[src/hdl/dsr_pkg.sv]
// Purpose: Shared constants and carriers of the status and alarm reporter.
// Assumes: One 100 MHz clock; registers reached over APB with 32-bit data.
// Notes:   Alarm vectors hold six bytes in latched-response order.
package dsr_pkg;

    localparam int CLK_MHZ = 100;

    // APB register byte offsets.
    localparam logic [7:0] OFS_CMD   = 8'h00;
    localparam logic [7:0] OFS_STAT  = 8'h04;
    localparam logic [7:0] OFS_DATA  = 8'h08;
    localparam logic [7:0] OFS_CLR   = 8'h0c;
    localparam logic [7:0] OFS_CTRL  = 8'h10;
    localparam logic [7:0] OFS_LIVE  = 8'h14;

    // Query opcodes.
    localparam logic [15:0] OP_LATCHED = 16'h2406;
    localparam logic [15:0] OP_CURRENT = 16'h2409;
    // Status query opcode; the value is arbitrary.
    localparam logic [15:0] OP_STATUS  = 16'h2400;

    // Response lengths in bytes.
    localparam logic [7:0] LEN_STATUS  = 8'h59;
    localparam logic [7:0] LEN_LATCHED = 8'h06;
    localparam logic [7:0] LEN_CURRENT = 8'h07;
    localparam int         STORE_BYTES = 12;

    // Status and control register fields.
    localparam int STAT_VALID_BIT = 0;
    localparam int STAT_ERR_BIT   = 1;
    localparam int STAT_LEN_LSB   = 8;
    localparam int STAT_PTR_LSB   = 16;
    localparam int CTRL_LEGACY_BIT = 0;

    // Reset values.
    localparam logic [15:0] CMD_RST  = 16'h0000;
    localparam logic        CTRL_RST = 1'b0;

    localparam logic [7:0] BUF_PCT_MAX = 8'h64;

    // Per-bit masks, bytes ordered a1, a2, a3, c1, c2, a4.
    localparam logic [47:0] LATCH_MASK  = 48'h7f_ff_87_37_07_0c;
    localparam logic [47:0] CUR_INVERT  = 48'h40_00_ff_00_06_3f;
    localparam logic [47:0] LEGACY_ZERO = 48'h00_00_00_00_02_32;

    // Fault sources, each bit one means failure.
    typedef struct packed {
        logic [7:0] a1;
        logic [7:0] a2;
        logic [7:0] a3;
        logic [7:0] c1;
        logic [7:0] c2;
        logic [7:0] a4;
    } dsr_alarm_s;

    typedef struct packed {
        logic        ber_valid;
        logic        tp_ber_valid;
        logic [1:0]  ebno_qual;
        logic        ber_ovf;
        logic        tp_ber_ovf;
        logic [7:0]  buf_pct;
        logic [7:0]  in_level;
        logic [7:0]  ins_fault;
        logic        online;
        logic        insert_data_input_loss;
        logic        trellis_lock;
        logic        fm_lock;
        logic        t1_sig_fail;
        logic        turbo_fail;
        logic [31:0] sym_rate;
    } dsr_status_s;

endpackage

[src/hdl/dsr_sync.sv]
// Purpose: Two-stage synchroniser for a vector of pin levels.
// Assumes: Bits are independent levels; no word coherence is needed.
// Notes:   The first stage feeds only the second stage.
`timescale 1ns/1ps
module dsr_sync #(
    parameter int W = 48
) (
    input  wire logic         clk_in,   // System clock.
    input  wire logic         rstn_in,  // Asynchronous reset, active low.
    input  wire logic         ce_in,    // Clock enable.
    input  wire logic [W-1:0] d_in,     // Asynchronous levels.
    output logic      [W-1:0] q_out     // Synchronised levels.
);
    logic [W-1:0] meta_r;

    always_ff @(posedge clk_in or negedge rstn_in) begin
        if (!rstn_in) begin
            meta_r <= '0;
            q_out  <= '0;
        end else if (ce_in) begin
            meta_r <= d_in;
            q_out  <= meta_r;
        end
    end
endmodule // dsr_sync

[src/hdl/dsr_sticky.sv]
// Purpose: Per-bit sticky fault latches.
// Assumes: Set and clear are one-cycle or level terms on the same clock.
// Notes:   A set in the clearing cycle keeps the bit set.
`timescale 1ns/1ps
module dsr_sticky #(
    parameter int W = 48
) (
    input  wire logic         clk_in,   // System clock.
    input  wire logic         rstn_in,  // Asynchronous reset, active low.
    input  wire logic         ce_in,    // Clock enable.
    input  wire logic [W-1:0] set_in,   // Failure seen this cycle.
    input  wire logic [W-1:0] clr_in,   // Host clear pulse.
    output logic      [W-1:0] q_out     // Held failures.
);
    genvar i;
    generate
        for (i = 0; i < W; i++) begin : g_bit
            always_ff @(posedge clk_in or negedge rstn_in) begin
                if (!rstn_in) begin
                    q_out[i] <= 1'b0;
                end else if (ce_in) begin
                    q_out[i] <= set_in[i] | (q_out[i] & ~clr_in[i]);
                end
            end
        end
    endgenerate
endmodule // dsr_sticky

[src/hdl/dsr_reporter.sv]
// Purpose: Builds status, latched-alarm and current-alarm responses.
// Assumes: Status fields come from logic on clk_in; fault pins do not.
// Notes:   A command write snapshots one response; bytes are popped
//          one at a time from the data register, most significant first.
//          Fault pins reach the responses two cycles after they change; latched bits take three.
//
// Overview of operation
// - Bits 0,1 flag BER and test BER valid.
// - Bits 2-3 give Eb/No quality code.
// - Bits 4,5 flag counter overflows; 6-7 reserved.
// - Buffer fill byte, percent 0 to 100.
// - Input level byte in 1 dB steps.
// - Insert framing lock faults in bits 0-2.
// - Insert bits 3-7: received alarms, CRC error.
// - Online byte: 0 offline, 1 online.
// - Loss byte is 1 on input loss.
// - Alarm 5: locks, signaling and turbo faults.
// - Four-byte symbol rate, then 77 reserved bytes.
// - Latched query returns latched bytes in order.
// - Latch alarm 1 bits 0-6; AGC passes.
// - Latch all bits of alarm 2.
// - Latch synth and PLL faults; decoder locks pass.
// - Alarm 4 latches only clock activity bits 2,3.
// - Latch common 2 bits 0-2; rest spare.
// - Current query returns live state, lock as 1.
`timescale 1ns/1ps
module dsr_reporter (
    input  wire logic                clk_in,       // System clock.
    input  wire logic                rstn_in,      // Async reset, low.
    input  wire logic                ce_in,        // Clock enable.
    input  wire logic                psel_in,      // APB select.
    input  wire logic                penable_in,   // APB enable.
    input  wire logic                pwrite_in,    // APB write.
    input  wire logic [7:0]          paddr_in,     // APB byte address.
    input  wire logic [31:0]         pwdata_in,    // APB write data.
    input  wire dsr_pkg::dsr_status_s status_in,   // Same-clock status.
    input  wire dsr_pkg::dsr_alarm_s  fault_pin_in, // Fault pins.
    output logic [31:0]              prdata_out,   // APB read data.
    output logic                     pready_out,   // APB ready.
    output logic                     pslverr_out   // APB error.
);
    dsr_pkg::dsr_alarm_s fault_s;
    dsr_pkg::dsr_alarm_s held_s;
    logic [47:0]         clr_vec;
    logic [47:0]         latched_vec;
    logic [47:0]         current_vec;

    logic [15:0]         cmd_r;
    logic                legacy_r;
    logic                resp_valid_r;
    logic                cmd_err_r;
    logic [7:0]          resp_len_r;
    logic [7:0]          rd_ptr_r;
    logic [7:0]          resp_mem_r [dsr_pkg::STORE_BYTES];
    logic [7:0]          resp_nxt   [dsr_pkg::STORE_BYTES];
    logic [7:0]          len_nxt;
    logic                cmd_ok;

    logic                setup_ph;
    logic                access_ph;
    logic                wr_cmd;
    logic                wr_clr;
    logic                wr_ctrl;
    logic                rd_data;
    logic                mapped;
    logic [31:0]         rdata_nxt;
    logic [7:0]          pop_byte;

    // Fault pins are asynchronous; a failure shorter than a clock period
    // may be missed, so sources must hold a failure at least that long.
    dsr_sync #(
        .W (48)
    ) u_sync (
        .clk_in  (clk_in),
        .rstn_in (rstn_in),
        .ce_in   (ce_in),
        .d_in    (fault_pin_in),
        .q_out   (fault_s)
    );

    // Only masked bits reach the latches, so live bits never stick.
    dsr_sticky #(
        .W (48)
    ) u_sticky (
        .clk_in  (clk_in),
        .rstn_in (rstn_in),
        .ce_in   (ce_in),
        .set_in  (fault_s & dsr_pkg::LATCH_MASK),
        .clr_in  (clr_vec),
        .q_out   (held_s)
    );

    // Host clear: write bit k to clear response byte k of the latched set.
    genvar k;
    generate
        for (k = 0; k < 6; k++) begin : g_clr
            assign clr_vec[47-8*k -: 8] =
                {8{wr_clr & pwdata_in[k]}};
        end
    endgenerate

    // Latched bytes keep held bits and pass the rest live.
    // Legacy mode only masks bits on the way out; the latches keep
    // running, so leaving it shows faults that happened meanwhile.
    assign latched_vec = ((held_s & dsr_pkg::LATCH_MASK) |
                          (fault_s & ~dsr_pkg::LATCH_MASK)) &
                         ~({48{legacy_r}} & dsr_pkg::LEGACY_ZERO);

    // Live bytes report lock, activity and presence as one.
    assign current_vec = (fault_s ^ dsr_pkg::CUR_INVERT) &
                         ~({48{legacy_r}} & dsr_pkg::LEGACY_ZERO);

    // APB phase decode.
    // Actions take place on the access edge, when ready is high.
    assign setup_ph  = psel_in & ~penable_in;
    assign access_ph = psel_in & penable_in & pready_out;
    assign wr_cmd  = access_ph & pwrite_in & (paddr_in == dsr_pkg::OFS_CMD);
    assign wr_clr  = access_ph & pwrite_in & (paddr_in == dsr_pkg::OFS_CLR);
    assign wr_ctrl = access_ph & pwrite_in & (paddr_in == dsr_pkg::OFS_CTRL);
    assign rd_data = access_ph & ~pwrite_in &
                     (paddr_in == dsr_pkg::OFS_DATA);

    // Only these offsets answer; any other is refused with pslverr.
    always_comb begin
        unique case (paddr_in)
            dsr_pkg::OFS_CMD, dsr_pkg::OFS_STAT, dsr_pkg::OFS_DATA,
            dsr_pkg::OFS_CLR, dsr_pkg::OFS_CTRL,
            dsr_pkg::OFS_LIVE: mapped = 1'b1;
            default:           mapped = 1'b0;
        endcase
    end

    // Bytes past the stored part are reserved and read as zero.
    always_comb begin
        if (rd_ptr_r < 8'(dsr_pkg::STORE_BYTES)) begin
            pop_byte = resp_mem_r[rd_ptr_r[3:0]];
        end else begin
            pop_byte = 8'h00;
        end
    end

    always_comb begin
        rdata_nxt = 32'h0000_0000;
        unique case (paddr_in)
            dsr_pkg::OFS_CMD: begin
                rdata_nxt[15:0] = cmd_r;
            end
            dsr_pkg::OFS_STAT: begin
                rdata_nxt[dsr_pkg::STAT_VALID_BIT] = resp_valid_r;
                rdata_nxt[dsr_pkg::STAT_ERR_BIT]   = cmd_err_r;
                rdata_nxt[dsr_pkg::STAT_LEN_LSB +: 8] = resp_len_r;
                rdata_nxt[dsr_pkg::STAT_PTR_LSB +: 8] = rd_ptr_r;
            end
            dsr_pkg::OFS_DATA: begin
                if (resp_valid_r) begin
                    rdata_nxt[7:0] = pop_byte;
                end
            end
            dsr_pkg::OFS_CTRL: begin
                rdata_nxt[dsr_pkg::CTRL_LEGACY_BIT] = legacy_r;
            end
            dsr_pkg::OFS_LIVE: begin
                rdata_nxt[7:0] = latched_vec[47:40];
            end
            default: begin
                rdata_nxt = 32'h0000_0000;
            end
        endcase
    end

    // Response assembly for the opcode being written.
    always_comb begin
        for (int i = 0; i < dsr_pkg::STORE_BYTES; i++) begin
            resp_nxt[i] = 8'h00;
        end
        len_nxt = 8'h00;
        cmd_ok  = 1'b1;
        unique case (pwdata_in[15:0])
            dsr_pkg::OP_STATUS: begin
                len_nxt = dsr_pkg::LEN_STATUS;
                resp_nxt[0] = {2'b00,
                               status_in.tp_ber_ovf,
                               status_in.ber_ovf,
                               status_in.ebno_qual,
                               status_in.tp_ber_valid,
                               status_in.ber_valid};
                resp_nxt[1] = (status_in.buf_pct > dsr_pkg::BUF_PCT_MAX) ?
                              dsr_pkg::BUF_PCT_MAX :
                              status_in.buf_pct;
                resp_nxt[2] = status_in.in_level;
                resp_nxt[3] = status_in.ins_fault;
                resp_nxt[4] = {7'h00, status_in.online};
                resp_nxt[5] = {7'h00,
                               status_in.insert_data_input_loss};
                resp_nxt[6] = {4'h0,
                               status_in.turbo_fail,
                               status_in.t1_sig_fail,
                               status_in.fm_lock,
                               status_in.trellis_lock};
                // Alarm 4 rides along so one status poll shows it.
                resp_nxt[7] = latched_vec[7:0];
                resp_nxt[8]  = status_in.sym_rate[31:24];
                resp_nxt[9]  = status_in.sym_rate[23:16];
                resp_nxt[10] = status_in.sym_rate[15:8];
                resp_nxt[11] = status_in.sym_rate[7:0];
            end
            dsr_pkg::OP_LATCHED: begin
                len_nxt = dsr_pkg::LEN_LATCHED;
                for (int i = 0; i < 6; i++) begin
                    resp_nxt[i] = latched_vec[47-8*i -: 8];
                end
            end
            // Alarm 4 and the insert byte come before the common bytes.
            dsr_pkg::OP_CURRENT: begin
                len_nxt = dsr_pkg::LEN_CURRENT;
                resp_nxt[0] = current_vec[47:40];
                resp_nxt[1] = current_vec[39:32];
                resp_nxt[2] = current_vec[31:24];
                resp_nxt[3] = current_vec[7:0];
                resp_nxt[4] = status_in.ins_fault;
                resp_nxt[5] = current_vec[23:16];
                resp_nxt[6] = current_vec[15:8];
            end
            default: begin
                cmd_ok = 1'b0;
            end
        endcase
    end

    // Answers are prepared in the setup cycle so the access cycle is
    // never stretched; ready drops after each access.
    always_ff @(posedge clk_in or negedge rstn_in) begin
        if (!rstn_in) begin
            pready_out  <= 1'b0;
            pslverr_out <= 1'b0;
        end else if (ce_in) begin
            pready_out  <= setup_ph;
            pslverr_out <= setup_ph & ~mapped;
        end
    end

    // Read data is captured once per read setup and then held; any
    // unmapped access, write or read, shows zero with its error.
    always_ff @(posedge clk_in or negedge rstn_in) begin
        if (!rstn_in) begin
            prdata_out <= 32'h0000_0000;
        end else if (ce_in && setup_ph && (!pwrite_in || !mapped)) begin
            prdata_out <= rdata_nxt;
        end
    end

    // Legacy mode applies to the next snapshot and to live reads.
    always_ff @(posedge clk_in or negedge rstn_in) begin
        if (!rstn_in) begin
            legacy_r <= dsr_pkg::CTRL_RST;
        end else if (ce_in && wr_ctrl) begin
            legacy_r <= pwdata_in[dsr_pkg::CTRL_LEGACY_BIT];
        end
    end

    always_ff @(posedge clk_in or negedge rstn_in) begin
        if (!rstn_in) begin
            cmd_r     <= dsr_pkg::CMD_RST;
            cmd_err_r <= 1'b0;
        end else if (ce_in && wr_cmd) begin
            cmd_r     <= pwdata_in[15:0];
            cmd_err_r <= ~cmd_ok;
        end
    end

    // A new command replaces any response not yet read out. The pointer
    // stops once the response is drained, so later reads return zero.
    always_ff @(posedge clk_in or negedge rstn_in) begin
        if (!rstn_in) begin
            resp_valid_r <= 1'b0;
            resp_len_r   <= 8'h00;
            rd_ptr_r     <= 8'h00;
        end else if (ce_in) begin
            if (wr_cmd) begin
                resp_valid_r <= cmd_ok;
                resp_len_r   <= len_nxt;
                rd_ptr_r     <= 8'h00;
            end else if (rd_data && resp_valid_r) begin
                rd_ptr_r <= rd_ptr_r + 8'h01;
                if (rd_ptr_r + 8'h01 == resp_len_r) begin
                    resp_valid_r <= 1'b0;
                end
            end
        end
    end

    always_ff @(posedge clk_in or negedge rstn_in) begin
        if (!rstn_in) begin
            for (int i = 0; i < dsr_pkg::STORE_BYTES; i++) begin
                resp_mem_r[i] <= 8'h00;
            end
        end else if (ce_in && wr_cmd && cmd_ok) begin
            for (int i = 0; i < dsr_pkg::STORE_BYTES; i++) begin
                resp_mem_r[i] <= resp_nxt[i];
            end
        end
    end
endmodule // dsr_reporter

[config.mk]
export PLATFORM = sky130hd
export DESIGN_NAME = dsr_reporter
export DESIGN_NICKNAME = d
export VERILOG_FILES = /design/src/hdl/dsr_pkg.sv /design/src/hdl/dsr_sync.sv /design/src/hdl/dsr_sticky.sv /design/src/hdl/dsr_reporter.sv
export SDC_FILE = /design/constraint.sdc
export NUM_CORES = 1
export LEC_CHECK = 0
export BUFFER_PORTS_ARGS = -buffer_cell sky130_fd_sc_hd__buf_4
export CAP_MARGIN = 10
export CORE_AREA = 2 2 190 192
export CTS_CLUSTER_SIZE = 40
export DETAILED_ROUTE_END_ITERATION = 16
export DIE_AREA = 0 0 192 194
export GPL_TIMING_DRIVEN = 1
export PLACE_DENSITY_LB_ADDON = 0.3
export SLEW_MARGIN = 5
export SYNTH_ARGS = -nofsm -noshare
export SYNTH_HDL_FRONTEND = slang
export SYNTH_SLANG_ARGS = --single-unit
[constraint.sdc]
create_clock -name clk_in -period 6 [get_ports clk_in]
set_input_delay 1.2 -clock clk_in [delete_from_list [all_inputs] [get_ports clk_in]]
set_output_delay 1.2 -clock clk_in [all_outputs]
set_load 0.01 [all_outputs]
After elaboration in Yosys (flattened, before gate mapping)
Cells that the tools add are included.
{"block": "classes", "add_sub_neg": 1, "n_lt_le_gt_ge": 3, "eq_ne": 9, "mux": 22, "bitwise_logic": 90, "reduce_logical": 17}
{"op": "$pmux W48 S3", "count": 1}
{"op": "$and A48 B48 Y48", "count": 2}
{"op": "$mux W8", "count": 8}
{"op": "$eq A16 B14 Y1 const B", "count": 3}
{"op": "$not A10 Y48", "count": 1}
{"op": "$or A47 B48 Y48", "count": 1}
{"op": "$and A1 B1 Y1", "count": 45}
{"op": "$mux W40", "count": 1}
{"op": "$bmux W8 S4", "count": 1}
{"op": "$pmux W8 S2", "count": 2}
{"op": "$or A1 B1 Y1", "count": 29}
{"op": "$pmux W7 S3", "count": 1}
{"op": "$pmux W6 S3", "count": 1}
{"op": "$not A17 Y17", "count": 1}
{"op": "$eq A8 B4 Y1 const B", "count": 2}
{"op": "$eq A8 B5 Y1 const B", "count": 2}
{"op": "$not A1 Y1", "count": 10}
{"op": "$add A8 B1 Y8 const B", "count": 1}
{"op": "$eq A8 B3 Y1 const B", "count": 1}
{"op": "$eq A8 B8 Y1", "count": 1}
{"op": "$gt A8 B7 Y1 const B", "count": 1}
{"op": "$logic_not A8 Y1", "count": 1}
{"op": "$lt A8 B4 Y1 const B", "count": 1}
{"op": "$logic_and A1 B1 Y1", "count": 6}
{"op": "other kinds (12)", "count": 19}
{"block": "totals", "ff_bits": 282, "input_bits": 162}

Logic depth before layout (Yosys ltp)
Gate-level depths: netlist (run 1).
{"block": "depth", "ltp_word": 8, "mapped_depth": 8, "mapped_depth_nobuf": 6}

Cells and area by module
Synthesis (run 1) repeated with hierarchy kept, for this count alone.
{"block": "hier_totals", "cells_unflattened": 1135, "area_unflattened_um2": 13526.7}
{"mod": "dsr_reporter", "instances": 1, "cells_each": 777, "area_per_inst_um2": 7873.8}
{"mod": "dsr_sync", "instances": 1, "cells_each": 203, "area_per_inst_um2": 3764.9}
{"mod": "dsr_sticky", "instances": 1, "cells_each": 155, "area_per_inst_um2": 1888.1}

Worst setup path before layout (run 1)
No wires, ideal clock.
{"block": "synth_path", "kind": "input to register", "from": "input pwdata_in[14]", "to": "register resp_mem_r[38] in the netlist's numbering", "arrival_ns": 3.113, "required_ns": 5.879, "path_slack_ns": 2.766, "path_stages": 7, "path_cell_list": "or4_1 buf_2 nor4_4 o311ai_2 buf_2 buf_2 a22o_1"}
{"block": "synth_via", "elab_chain_cells": 4, "elab_cells_between_ends": 7, "cone_classes": "3 x eq/ne; 2 x mux; 2 x reduce/logical"}
{"element": "start, declared", "line": "dsr_reporter.sv:35", "source": "input wire logic [31:0] pwdata_in,"}
{"element": "$eq A16 B14 Y1", "line": "dsr_reporter.sv:178", "source": "unique case (pwdata_in[15:0])"}
{"element": "$reduce_or A3 Y1 (no source line)"}
{"element": "$mux W1", "line": "dsr_reporter.sv:178"}
{"element": "$logic_and A1 B1 Y1", "line": "dsr_reporter.sv:297", "source": "end else if (ce_in && wr_cmd && cmd_ok) begin"}
{"element": "end signal, assigned by index", "line": "dsr_reporter.sv:299", "source": "resp_mem_r[i] <= resp_nxt[i];"}
{"element": "end, declared", "line": "dsr_reporter.sv:54", "source": "logic [7:0] resp_mem_r [dsr_pkg::STORE_BYTES];"}
Parallel ways exist; a longest one is shown, timed or not.
A chain may end at the register's enable or synchronous reset.

==> results of run 1 <==
layer usage:
layer | vias up | GRT usage (%)
met1 | 4342 | 25.3
met4 | 0 | 4.01
met5 | - | 0
met3 | 43 | 2.52
li1 | 4021 | -
met2 | 220 | 27.8
power breakdown:
part / total [mW] / leakage [nW] / internal (mW) / switching, mW
Clock: 1.72 / 0.442 / 0.992 / 0.729
Combinational: 0.252 / 2.56 / 0.141 / 0.110
Sequential: 2.02 / 3.50 / 1.95 / 0.0671
cells by family after synthesis:
family                   count (synthesis)  share of synthesized area, %
flip-flops                             277                          57.1
AND/OR/NAND/NOR                        261                          9.92
AO/OA/AOI/OAI                          253                          15.4
multiplexers                           125                          13.9
buffers and inverters                   89                          3.14
XOR/XNOR                                 5                         0.361
adder cells (fa/ha/maj)                  1                         0.103
other                                    1                        0.0309
worst max-delay path, delay by kind of cell:
kind | cells | cell delay (ns)
compound gates | 1 | 0.29
buf+inv | 1 | 0.54
simple gates | 4 | 1.85
cell usage after synthesis (2+ instances only):
master	count
inv_1	2
o21ai_1	3
a221o_1	6
a21o_1	3
mux2i_1	2
and4_1	2
mux4_2	25
or3_1	5
nand2_1	160
nand4_1	4
mux2_2	98
a22o_1	76
nor2_1	34
nor4b_1	2
dfrtp_1	277
buf_1	4
buf_2	13
a31oi_1	2
a221oi_1	15
buf_4	8
a21oi_1	9
o21ai_0	74
nor2b_1	6
nor4_4	2
and2_1	4
or4b_1	2
clkbuf_1	62
a22oi_1	37
nand3_1	9
xnor2_1	4
nor3_1	8
or2_2	4
or4bb_1	2
a222oi_1	17
or4_1	4
nand2b_1	3
o31ai_1	2
nand3b_1	4
worst max-delay path by stage:
stage                       start                              to  slack, ns  cells past startpoint
finish                      ce_in  u_sticky.q_out[33]$_DFFE_PN0P_       2.55                      6
global placement            ce_in  u_sticky.q_out[18]$_DFFE_PN0P_       1.98                      6
global route                ce_in  u_sticky.q_out[33]$_DFFE_PN0P_       2.31                      6
CTS                         ce_in  u_sticky.q_out[20]$_DFFE_PN0P_       2.58                      6
floorplan           pwdata_in[14]      resp_mem_r[38]$_DFFE_PN0P_       2.77                      7
detailed placement          ce_in  u_sticky.q_out[20]$_DFFE_PN0P_       2.00                      6
registers in the layout, indices dropped and copies added, names as in the netlist:
| name | flops |
|---|---|
| pready_out | 1 |
| u_sticky.q_out | 29 |
| prdata_out | 24 |
| rd_ptr_r | 8 |
| u_sync.q_out | 48 |
| legacy_r | 1 |
| resp_len_r | 3 |
| resp_mem_r | 96 |
| pslverr_out | 1 |
| cmd_err_r | 1 |
| cmd_r | 16 |
| u_sync.meta_r | 48 |
| resp_valid_r | 1 |
cell type report:
type | count | area (um2) | area share, %
diodes | 1 | 2.50 | 0.0170
clock buffers | 48 | 878 | 5.98
clock inverters | 4 | 33.8 | 0.230
inverters | 2 | 7.51 | 0.0511
multi-input cells | 653 | 4870 | 33.1
flip-flops and latches | 277 | 6930 | 47.2
well taps | 461 | 577 | 3.92
repair buffers | 184 | 1400 | 9.53
metrics by stage:
stage | power, mW | utilization [%] | setup slack, ns | instance area (um2)
global placement | 2.30 | 39.1 | 1.98 | 13800
global route | 4.15 | 41.7 | 2.31 | 14700
finish | 3.99 | 41.7 | 2.55 | 14700
CTS | 4.05 | 41.7 | 2.58 | 14700
floorplan | 2.14 | - | 2.77 | 12200
detailed placement | 2.31 | 39.1 | 2.00 | 13800
==> results.cfg, run 1 <==
[logic_synthesis]
synth_top_area_cell = dfrtp_1
yosys_warnings = 0
synth.avg_cell_area_um2 = 12.0
yosysSeqAreaShare_pct = 57.1
synth_cell_types = 56
syn-cell-area_mm2 = 0.0121
synthCells = 1012
synth_enable_flop_cells = 0
yosys-top-cells-area = dfrtp_1 57%, mux2_2 9.1%, a22o_1 5.5%
async_reset_ff_share_pct = 100
netlist.area_leader.share_pct = 57.1
synth_top_flop_cell = dfrtp_1
synth_seq_cells = 277

[power]
ir_drop_uv = 232
power_leakage_nw = 6.50
pwr_density_cell_mw_per_mm2 = 272

[drt]
wire_per_inst_um = 19.9
viasPerCell = 5.29
dr.pass1.iters = 6
routed.top_layer = met4
final_antenna_net_count = 0
drt-total-wl_mm = 32.5
drc = 0
dr_wl_met2_mm = 15.4
wl_met3_mm = 1.58
via_count = 8626
drtIter0Drc = 622
wl_met1_mm = 14.8

[worst_hold_path]
holdPathEnd = resp_mem_r[37]$_DFFE_PN0P_
hp-start = resp_mem_r[37]$_DFFE_PN0P_
whs_path_depth = 2
hold_path_class = reg2reg

[clock_network]
cts.htree.levels = 1
post-cts-setup-buffers = 0
numCtsBuffers = 30
clk_pin_slew_ns = 0.06
cts_sinks = 277
root_buffer = clkbuf_16
cts_hold_buf = 0
cts_tree = built
ctsResizeCount = 0
clock_latency_ns = 0.56
clock_path_buffers = 3

[global_routing]
track_usage_pct = 17.5
grt_pass1_wl_mm = 50.7
grt_pass1_vias = 8641
grt_overflow_total = 0
grt_max_degree = 129
grt_antenna_before_repair = 1

[worst_setup_path]
rr_endpoint = prdata_out[1]$_DFFE_PN0P_
cp_data_arrival_time_ns = 3.89
required_ns = 6.44
r2r_cells = 6
crit_slowest_cell = nor3b_1
r2r_start = rd_ptr_r[0]$_DFFE_PN0P_
start_kind = input pin
endpoint_kind = register
worst-path-max-fanout = 59
worst-setup-path-type = in2reg
path_cells = buf_4, and4_1, and2_0, nor3b_1, nand2_1, a22o_1
cpPeakStageDelay_ns = 0.76
r2r_slack_ns = 3.43

[sta]
fin_hold_ws_ns = 0.469
fin_tns_setup_ns = 0
hold_viol = 0
fmax_mhz = 290
tightestPinTransition_ns = 1.07
setup_viol = 0
period_needed_ns = 3.45
rsz0062_at_grt = no
period_share_pct = 57.5
skew_ns = 0.00806
slew_headroom_pct = 27.8
maxSlewViolCount = 0

[final_layout]
final_cells = 1630
nFillCells = 3409
syn2layout_area_growth_pct = 21.2
layout_commonest_cell = dfrtp_1
layout-drive-gt1-share_pct = 30.7
layout_common_cells = 276 x dfrtp_1, 182 x buf_4, 160 x nand2_1
nNetsFinal = 1311

[die]
core_area_mm2 = 0.0352
num_rows = 69
die_x_um = 192
initial_core_util_pct = 34.4
die_h_um = 194
io-pin-count = 196
dieArea_mm2 = 0.0372

[placement]
dp.final_hpwl_mm = 22.3
dp.cells = 1577
portBuffers = 171
place.gp.congestion = 0.800

[status]
status = complete, no violations

[job]
maxCapViolCount = 0
Note: power is estimated with default switching activity, not from simulation.
==> inputs of run 2 (changes only) <==
- ABC_AREA: unset -> 1
- CORE_AREA: 2 2 190 192 -> 2 2 196 198
- DIE_AREA: 0 0 192 194 -> 0 0 198 200
- clock period: 6 -> 2.9 ns (I/O delays scaled with it)
==> run 2 against run 1 <==
Against the previous run:
- routed wire length is 14% higher
- largest power group unchanged
- sequential power is 100% higher
- flip-flop and latch count stayed put
- worst setup slack worse by 2.0 ns
- utilization is 0.64 points higher
- highest routed layer is now met5
- non-clock buffer count is 19 higher
- synthesized area is 6.5% higher
- total power is 120% higher
- first-iteration DRC count is 34% higher
==> results.cfg, run 2 <==
[global_routing]
grt_max_degree = 145
grt_antenna_before_repair = 1
track_usage_pct = 18.7
grt_pass1_vias = 10800
grt_pass1_wl_mm = 58.1
grt_overflow_total = 0

[sta]
rsz0062_at_grt = no
fmax_mhz = 432
setup_viol = 0
tightestPinTransition_ns = 0.877
hold_viol = 0
slew_headroom_pct = 41.5
maxSlewViolCount = 0
skew_ns = 0.0141
period_needed_ns = 2.32
period_share_pct = 79.9
fin_tns_setup_ns = 0

[worst_setup_path]
crit_slowest_cell = inv_1
r2r_start = rd_ptr_r[0]$_DFFE_PN0P_
cp_num_cells = 10
critPathMostFrequentCell = nand2_1
critical_path.startpoint = rd_ptr_r[0]$_DFFE_PN0P_
worst-setup-path-type = reg2reg
critPathBufInv = 1
r2r_cells = 10
cpLargestDelayFamily = buffers and inverters
required_ns = 3.35
path_cells = inv_1, a21oi_1, o21ai_0, nand3_1, nand3_1, nand2_1, nand2_1, nand2_1, nand2_1, nand2_1
cpPeakStageDelay_ns = 0.71
r2r_slack_ns = 0.58
worst-path-max-fanout = 29
start_kind = register
rr_endpoint = prdata_out[4]$_DFFE_PN0P_
endpoint_kind = register
cp_data_arrival_time_ns = 2.76
crit_end = prdata_out[4]$_DFFE_PN0P_

[die]
io-pin-count = 196
dieArea_mm2 = 0.0396
core_area_mm2 = 0.0374
die_x_um = 198
die_h_um = 200
initial_core_util_pct = 34.5
num_rows = 71

[clock_network]
clock_path_buffers = 3
clk_pin_slew_ns = 0.06
root_buffer = clkbuf_16
cts_tree = built
cts.htree.levels = 1
numCtsBuffers = 30
cts_sinks = 277
ctsResizeCount = 0
clock_latency_ns = 0.55

[logic_synthesis]
netlist.area_leader.share_pct = 53.7
synth_top_flop_cell = dfrtp_1
yosys-top-cells-area = dfrtp_1 54%, nand2_1 18%, o21ai_0 7.3%
async_reset_ff_share_pct = 100
yosys_warnings = 0
synth_common_cells = 619 x nand2_1, 277 x dfrtp_1, 189 x o21ai_0, 173 x inv_1, 93 x nand3_1
synth_top_area_cell = dfrtp_1
syn-cell-area_mm2 = 0.0129
synth_seq_cells = 277
yosysMostFrequentCell = nand2_1
synth_enable_flop_cells = 0
synth_cell_types = 36
synth.avg_cell_area_um2 = 7.87
yosysSeqAreaShare_pct = 53.7
synthCells = 1641

[drt]
via_count = 11300
drc = 0
drtIter0Drc = 832
dr.pass1.iters = 5
viasPerCell = 4.85
wire_per_inst_um = 15.9
drt-total-wl_mm = 36.9
final_antenna_net_count = 0

[final_layout]
layout-drive-gt1-share_pct = 14.8
nNetsFinal = 1949
syn2layout_area_growth_pct = 22.7
top_register = resp_mem_r
antenna_cells = 0
top_regs = resp_mem_r (96), u_sync.meta_r (48), u_sync.q_out (48)
layout_commonest_cell = nand2_1
layout_common_cells = 619 x nand2_1, 276 x dfrtp_1, 190 x buf_4
largest_reg_flops = 96
utilization_pct = 42.4

[power]
p_total_mw = 8.64
power_leakage_nw = 8.16
pwr_density_cell_mw_per_mm2 = 545
ir_drop_uv = 377

[placement]
place.gp.congestion = 0.841
dp.final_hpwl_mm = 26.0
portBuffers = 171

[job]
maxCapViolCount = 0

[status]
status = complete, no violations

[worst_hold_path]
hold_path_class = in2reg
## run 2: cell types whose count changed in the layout (fill, tap and decap cells not counted), moves of 17 or more
cell / before / now
a21oi_1: 9 / 37
a222oi_1: 17 / 0
a22o_1: 76 / 0
a22oi_1: 37 / 0
inv_1: 2 / 172
mux2_2: 98 / 0
mux4_2: 25 / 0
nand2_1: 160 / 619
nand3_1: 9 / 93
o211ai_1: 0 / 35
o21ai_0: 74 / 189
o22ai_1: 1 / 49
## run 2: worst min-delay path, delay by kind of cell
family	cells	cell delay, ns
buf+inv	1	0.08
simple gates	2	0.09
## run 2: worst min path at each step
stage	start	end	slack, ns	depth (start not counted)
floorplan	rstn_in	cmd_err_r$_DFFE_PN0P_	0.28	0
global placement	resp_mem_r[4]$_DFFE_PN0P_	resp_mem_r[4]$_DFFE_PN0P_	0.45	2
detailed placement	resp_mem_r[5]$_DFFE_PN0P_	resp_mem_r[5]$_DFFE_PN0P_	0.46	2
CTS	fault_pin_in[29]	u_sync.meta_r[29]$_DFFE_PN0P_	0.20	3
global route	fault_pin_in[36]	u_sync.meta_r[36]$_DFFE_PN0P_	0.22	3
finish	fault_pin_in[29]	u_sync.meta_r[29]$_DFFE_PN0P_	0.22	3
## run 2: final cells by class
cell class,instances,area [um2]
Inverter,179,673
Clock buffer,42,857
Multi-Input combinational cell,1095,4880
Clock inverter,14,186
Sequential cell,277,6930
Tap cell,511,639
Fill cell,3786,21600
Timing Repair Buffer,203,1670
## run 2: kinds of logic after synthesis
logic type	count (synthesis)	share of synthesized area, %
AOI/OAI and AO/OA	320	13.7
adders and majority gates	1	0.0968
and+or+nand+nor	765	23.7
buffers and inverters	276	8.74
DFF	277	53.7
other	1	0.0290
xor gates and xnor gates	1	0.0678
## run 2: routing by layer
metal / wire (um) / vias to the layer above / global-route usage, %
li1: - / 5538 / -
met2: 16800 / 356 / 30.1
met1: 16900 / 5292 / 25.8
met3: 2090 / 68 / 2.92
met4: 1140 / 2 / 6.40
met5: 13 / - / 0
## run 2: metrics by stage
| step | hold slack, ns | cells | instance area (um2) | setup WS [ns] |
|---|---|---|---|---|
| floorplan | 0.284 | 1648 | 12900 | 0.995 |
| global placement | 0.448 | 2264 | 14800 | 0.287 |
| detailed placement | 0.457 | 2264 | 14800 | 0.218 |
| CTS | 0.202 | 2321 | 15800 | 0.587 |
| global route | 0.217 | 2321 | 15800 | 0.305 |
| finish | 0.224 | 2321 | 15800 | 0.584 |
## run 2: where the power goes
group	total (mW)	switching [mW]	internal (mW)
registers	4.07	0.0619	4.00
logic	0.580	0.354	0.226
clock network	3.99	1.58	2.42
## run 2: repair_timing
action	in CTS	in global routing
hold buffers	1	0
setup buffers	0	0
endpoints found under the hold margin	50	0
==> inputs of run 3 (changes only) <==
- ABC_AREA: 1 -> 0
- CORE_AREA: 2 2 196 198 -> 2 2 190 192
- DIE_AREA: 0 0 198 200 -> 0 0 192 194
- clock period: 2.9 -> 1.9 ns (I/O delays scaled with it)
==> run 3 against run 2 <==
Against the previous run:
- sequential power rose by 57%
- utilization rose by 2.3 points
- critical path depth fell by 4
- clock-buffer cell count did not move
- via count fell by 20%
- first-iteration DRC count fell by 6.6%
- design area fell by 0.72%
- critical path type unchanged
- critical endpoint is now prdata_out[1]$_DFFE_PN0P_
==> results.cfg, run 3 (synthesized netlist as in run 1, its figures left out) <==
[worst_hold_path]
hold_path_class = in2reg
whs_path_depth = 3

[final_layout]
final_cells = 1715
multi_input_area_mm2 = 0.00498
top_regs = resp_mem_r (96), u_sync.meta_r (48), u_sync.q_out (48)
layout_common_cells = 276 x dfrtp_1, 249 x buf_4, 158 x nand2_1
antenna_cells = 0
syn2layout_area_growth_pct = 29.7
layout-drive-gt1-share_pct = 37.4
nNetsFinal = 1394
nFillCells = 3262
top_register = resp_mem_r
layout_commonest_cell = dfrtp_1
seqCellArea_mm2 = 0.00693
largest_reg_flops = 96

[drt]
dr.pass1.iters = 7
final_antenna_net_count = 0
via_count = 9026
viasPerCell = 5.26
drt-total-wl_mm = 34.0
drtIter0Drc = 777
drc = 0
wire_per_inst_um = 19.8

[sta]
fmax_mhz = 528
maxSlewViolCount = 0
skew_ns = 0.0181
rsz0062_at_grt = yes
period_share_pct = 99.7
slew_headroom_pct = 58.7
fin_tns_setup_ns = 0
period_needed_ns = 1.89
tightestPinTransition_ns = 0.618
hold_viol = 0
setup_viol = 0

[global_routing]
grt_pass1_wl_mm = 52.1
grt_pass1_vias = 8910
grt_max_degree = 96
grt_overflow_total = 0
grt_antenna_before_repair = 2
track_usage_pct = 18.0

[clock_network]
numCtsBuffers = 30
cts.htree.levels = 1
clock_latency_ns = 0.55
root_buffer = clkbuf_16
cts_tree = built
clock_path_buffers = 3
cts_sinks = 277
clk_pin_slew_ns = 0.06

[worst_setup_path]
r2r_cells = 6
worst-path-max-fanout = 14
cp_data_arrival_time_ns = 2.32
worst-setup-path-type = reg2reg
endpoint_kind = register
r2r_slack_ns = 0.005
required_ns = 2.33
start_kind = register

[status]
status = complete, no violations

[power]
ir_drop_uv = 676
pwr_density_cell_mw_per_mm2 = 851
power_leakage_nw = 7.08

[die]
num_rows = 69
initial_core_util_pct = 34.4
io-pin-count = 196
die_h_um = 194
dieArea_mm2 = 0.0372
die_x_um = 192
core_area_mm2 = 0.0352

[job]
maxCapViolCount = 0

[placement]
dp.final_hpwl_mm = 24.6
place.gp.congestion = 0.840
dp.cells = 1653
portBuffers = 171
-- run 3: cell types whose count changed in the layout (fill, tap and decap cells not counted), sizes merged, moves of 25 or more --
cell and delta:
nand2 -463, buf +63, a21oi -28, nand3 -85, o22ai -48, a22o +76
inv -175, mux2 +98, mux4 +25, a22oi +37, o21ai -116, o211ai -35
-- run 3: repair_timing --
| action | in CTS | in global routing |
|---|---|---|
| gates resized for setup | 1 | 10 |
| setup endpoints to repair | 4 | 40 |
| pin swaps | 0 | 2 |
| setup buffers | 0 | 4 |
| hold endpoints to repair | 28 | 0 |
| hold buffers | 1 | 0 |
| gates cloned | 0 | 2 |
-- run 3: final cells by class --
cell class                      instances  area share, %
Clock buffer                           42           5.64
Clock inverter                         13           1.05
Inverter                                2         0.0477
Multi-Input combinational cell        653           31.6
Sequential cell                       277           44.1
Tap cell                              461           3.67
Timing Repair Buffer                  267           13.9
-- run 3: critical path, cell delays in order, from the launching register on --
cell,delay (ns)
dfrtp_2,0.40
buf_12,0.17
mux4_2,0.55
mux2i_1,0.24
o21ai_2,0.11
a221oi_2,0.23
a21oi_1,0.08
-- run 3: final timing paths --
kind / start / end
setup / recovery: rd_ptr_r[0]$_DFFE_PN0P_ / prdata_out[1]$_DFFE_PN0P_
hold / removal: pwdata_in[13] / cmd_r[13]$_DFFE_PN0P_
setup reg to reg: rd_ptr_r[0]$_DFFE_PN0P_ / prdata_out[1]$_DFFE_PN0P_
hold reg to reg: resp_mem_r[36]$_DFFE_PN0P_ / resp_mem_r[36]$_DFFE_PN0P_
max in group asynchronous: rstn_in / resp_mem_r[48]$_DFFE_PN0P_
min in group asynchronous: rstn_in / prdata_out[11]$_DFFE_PN0P_
-- run 3: stage by stage --
stage               hold WS [ns]  worst slack [ns]  cell area (um2)  power (mW)  util, %
global route              0.0359           -0.0780            15700        13.9     44.7
detailed placement         0.262            -0.487            14600        7.39     41.4
global placement           0.262            -0.468            14600        7.37     41.4
CTS                       0.0326           -0.0268            15600        13.5     44.4
finish                    0.0491           0.00507            15700        13.4     44.7
floorplan                 0.0844            -0.405            12400        6.78        -
-- run 3: power breakdown --
part | internal (mW) | leakage (nW) | switching [mW] | total [mW]
sequential | 6.16 | 3.50 | 0.217 | 6.38
combinational | 0.511 | 3.05 | 0.383 | 0.893
clock | 3.77 | 0.529 | 2.34 | 6.11
total | 10.4 | 7.08 | 2.94 | 13.4
-- run 3: routing by layer --
metal	wire length [um]	up-vias	global-route usage [%]
met2	16300	298	28.7
met5	16	-	0
met4	562	2	3.70
met3	1900	47	2.77
li1	-	4174	-
met1	15300	4505	26.2
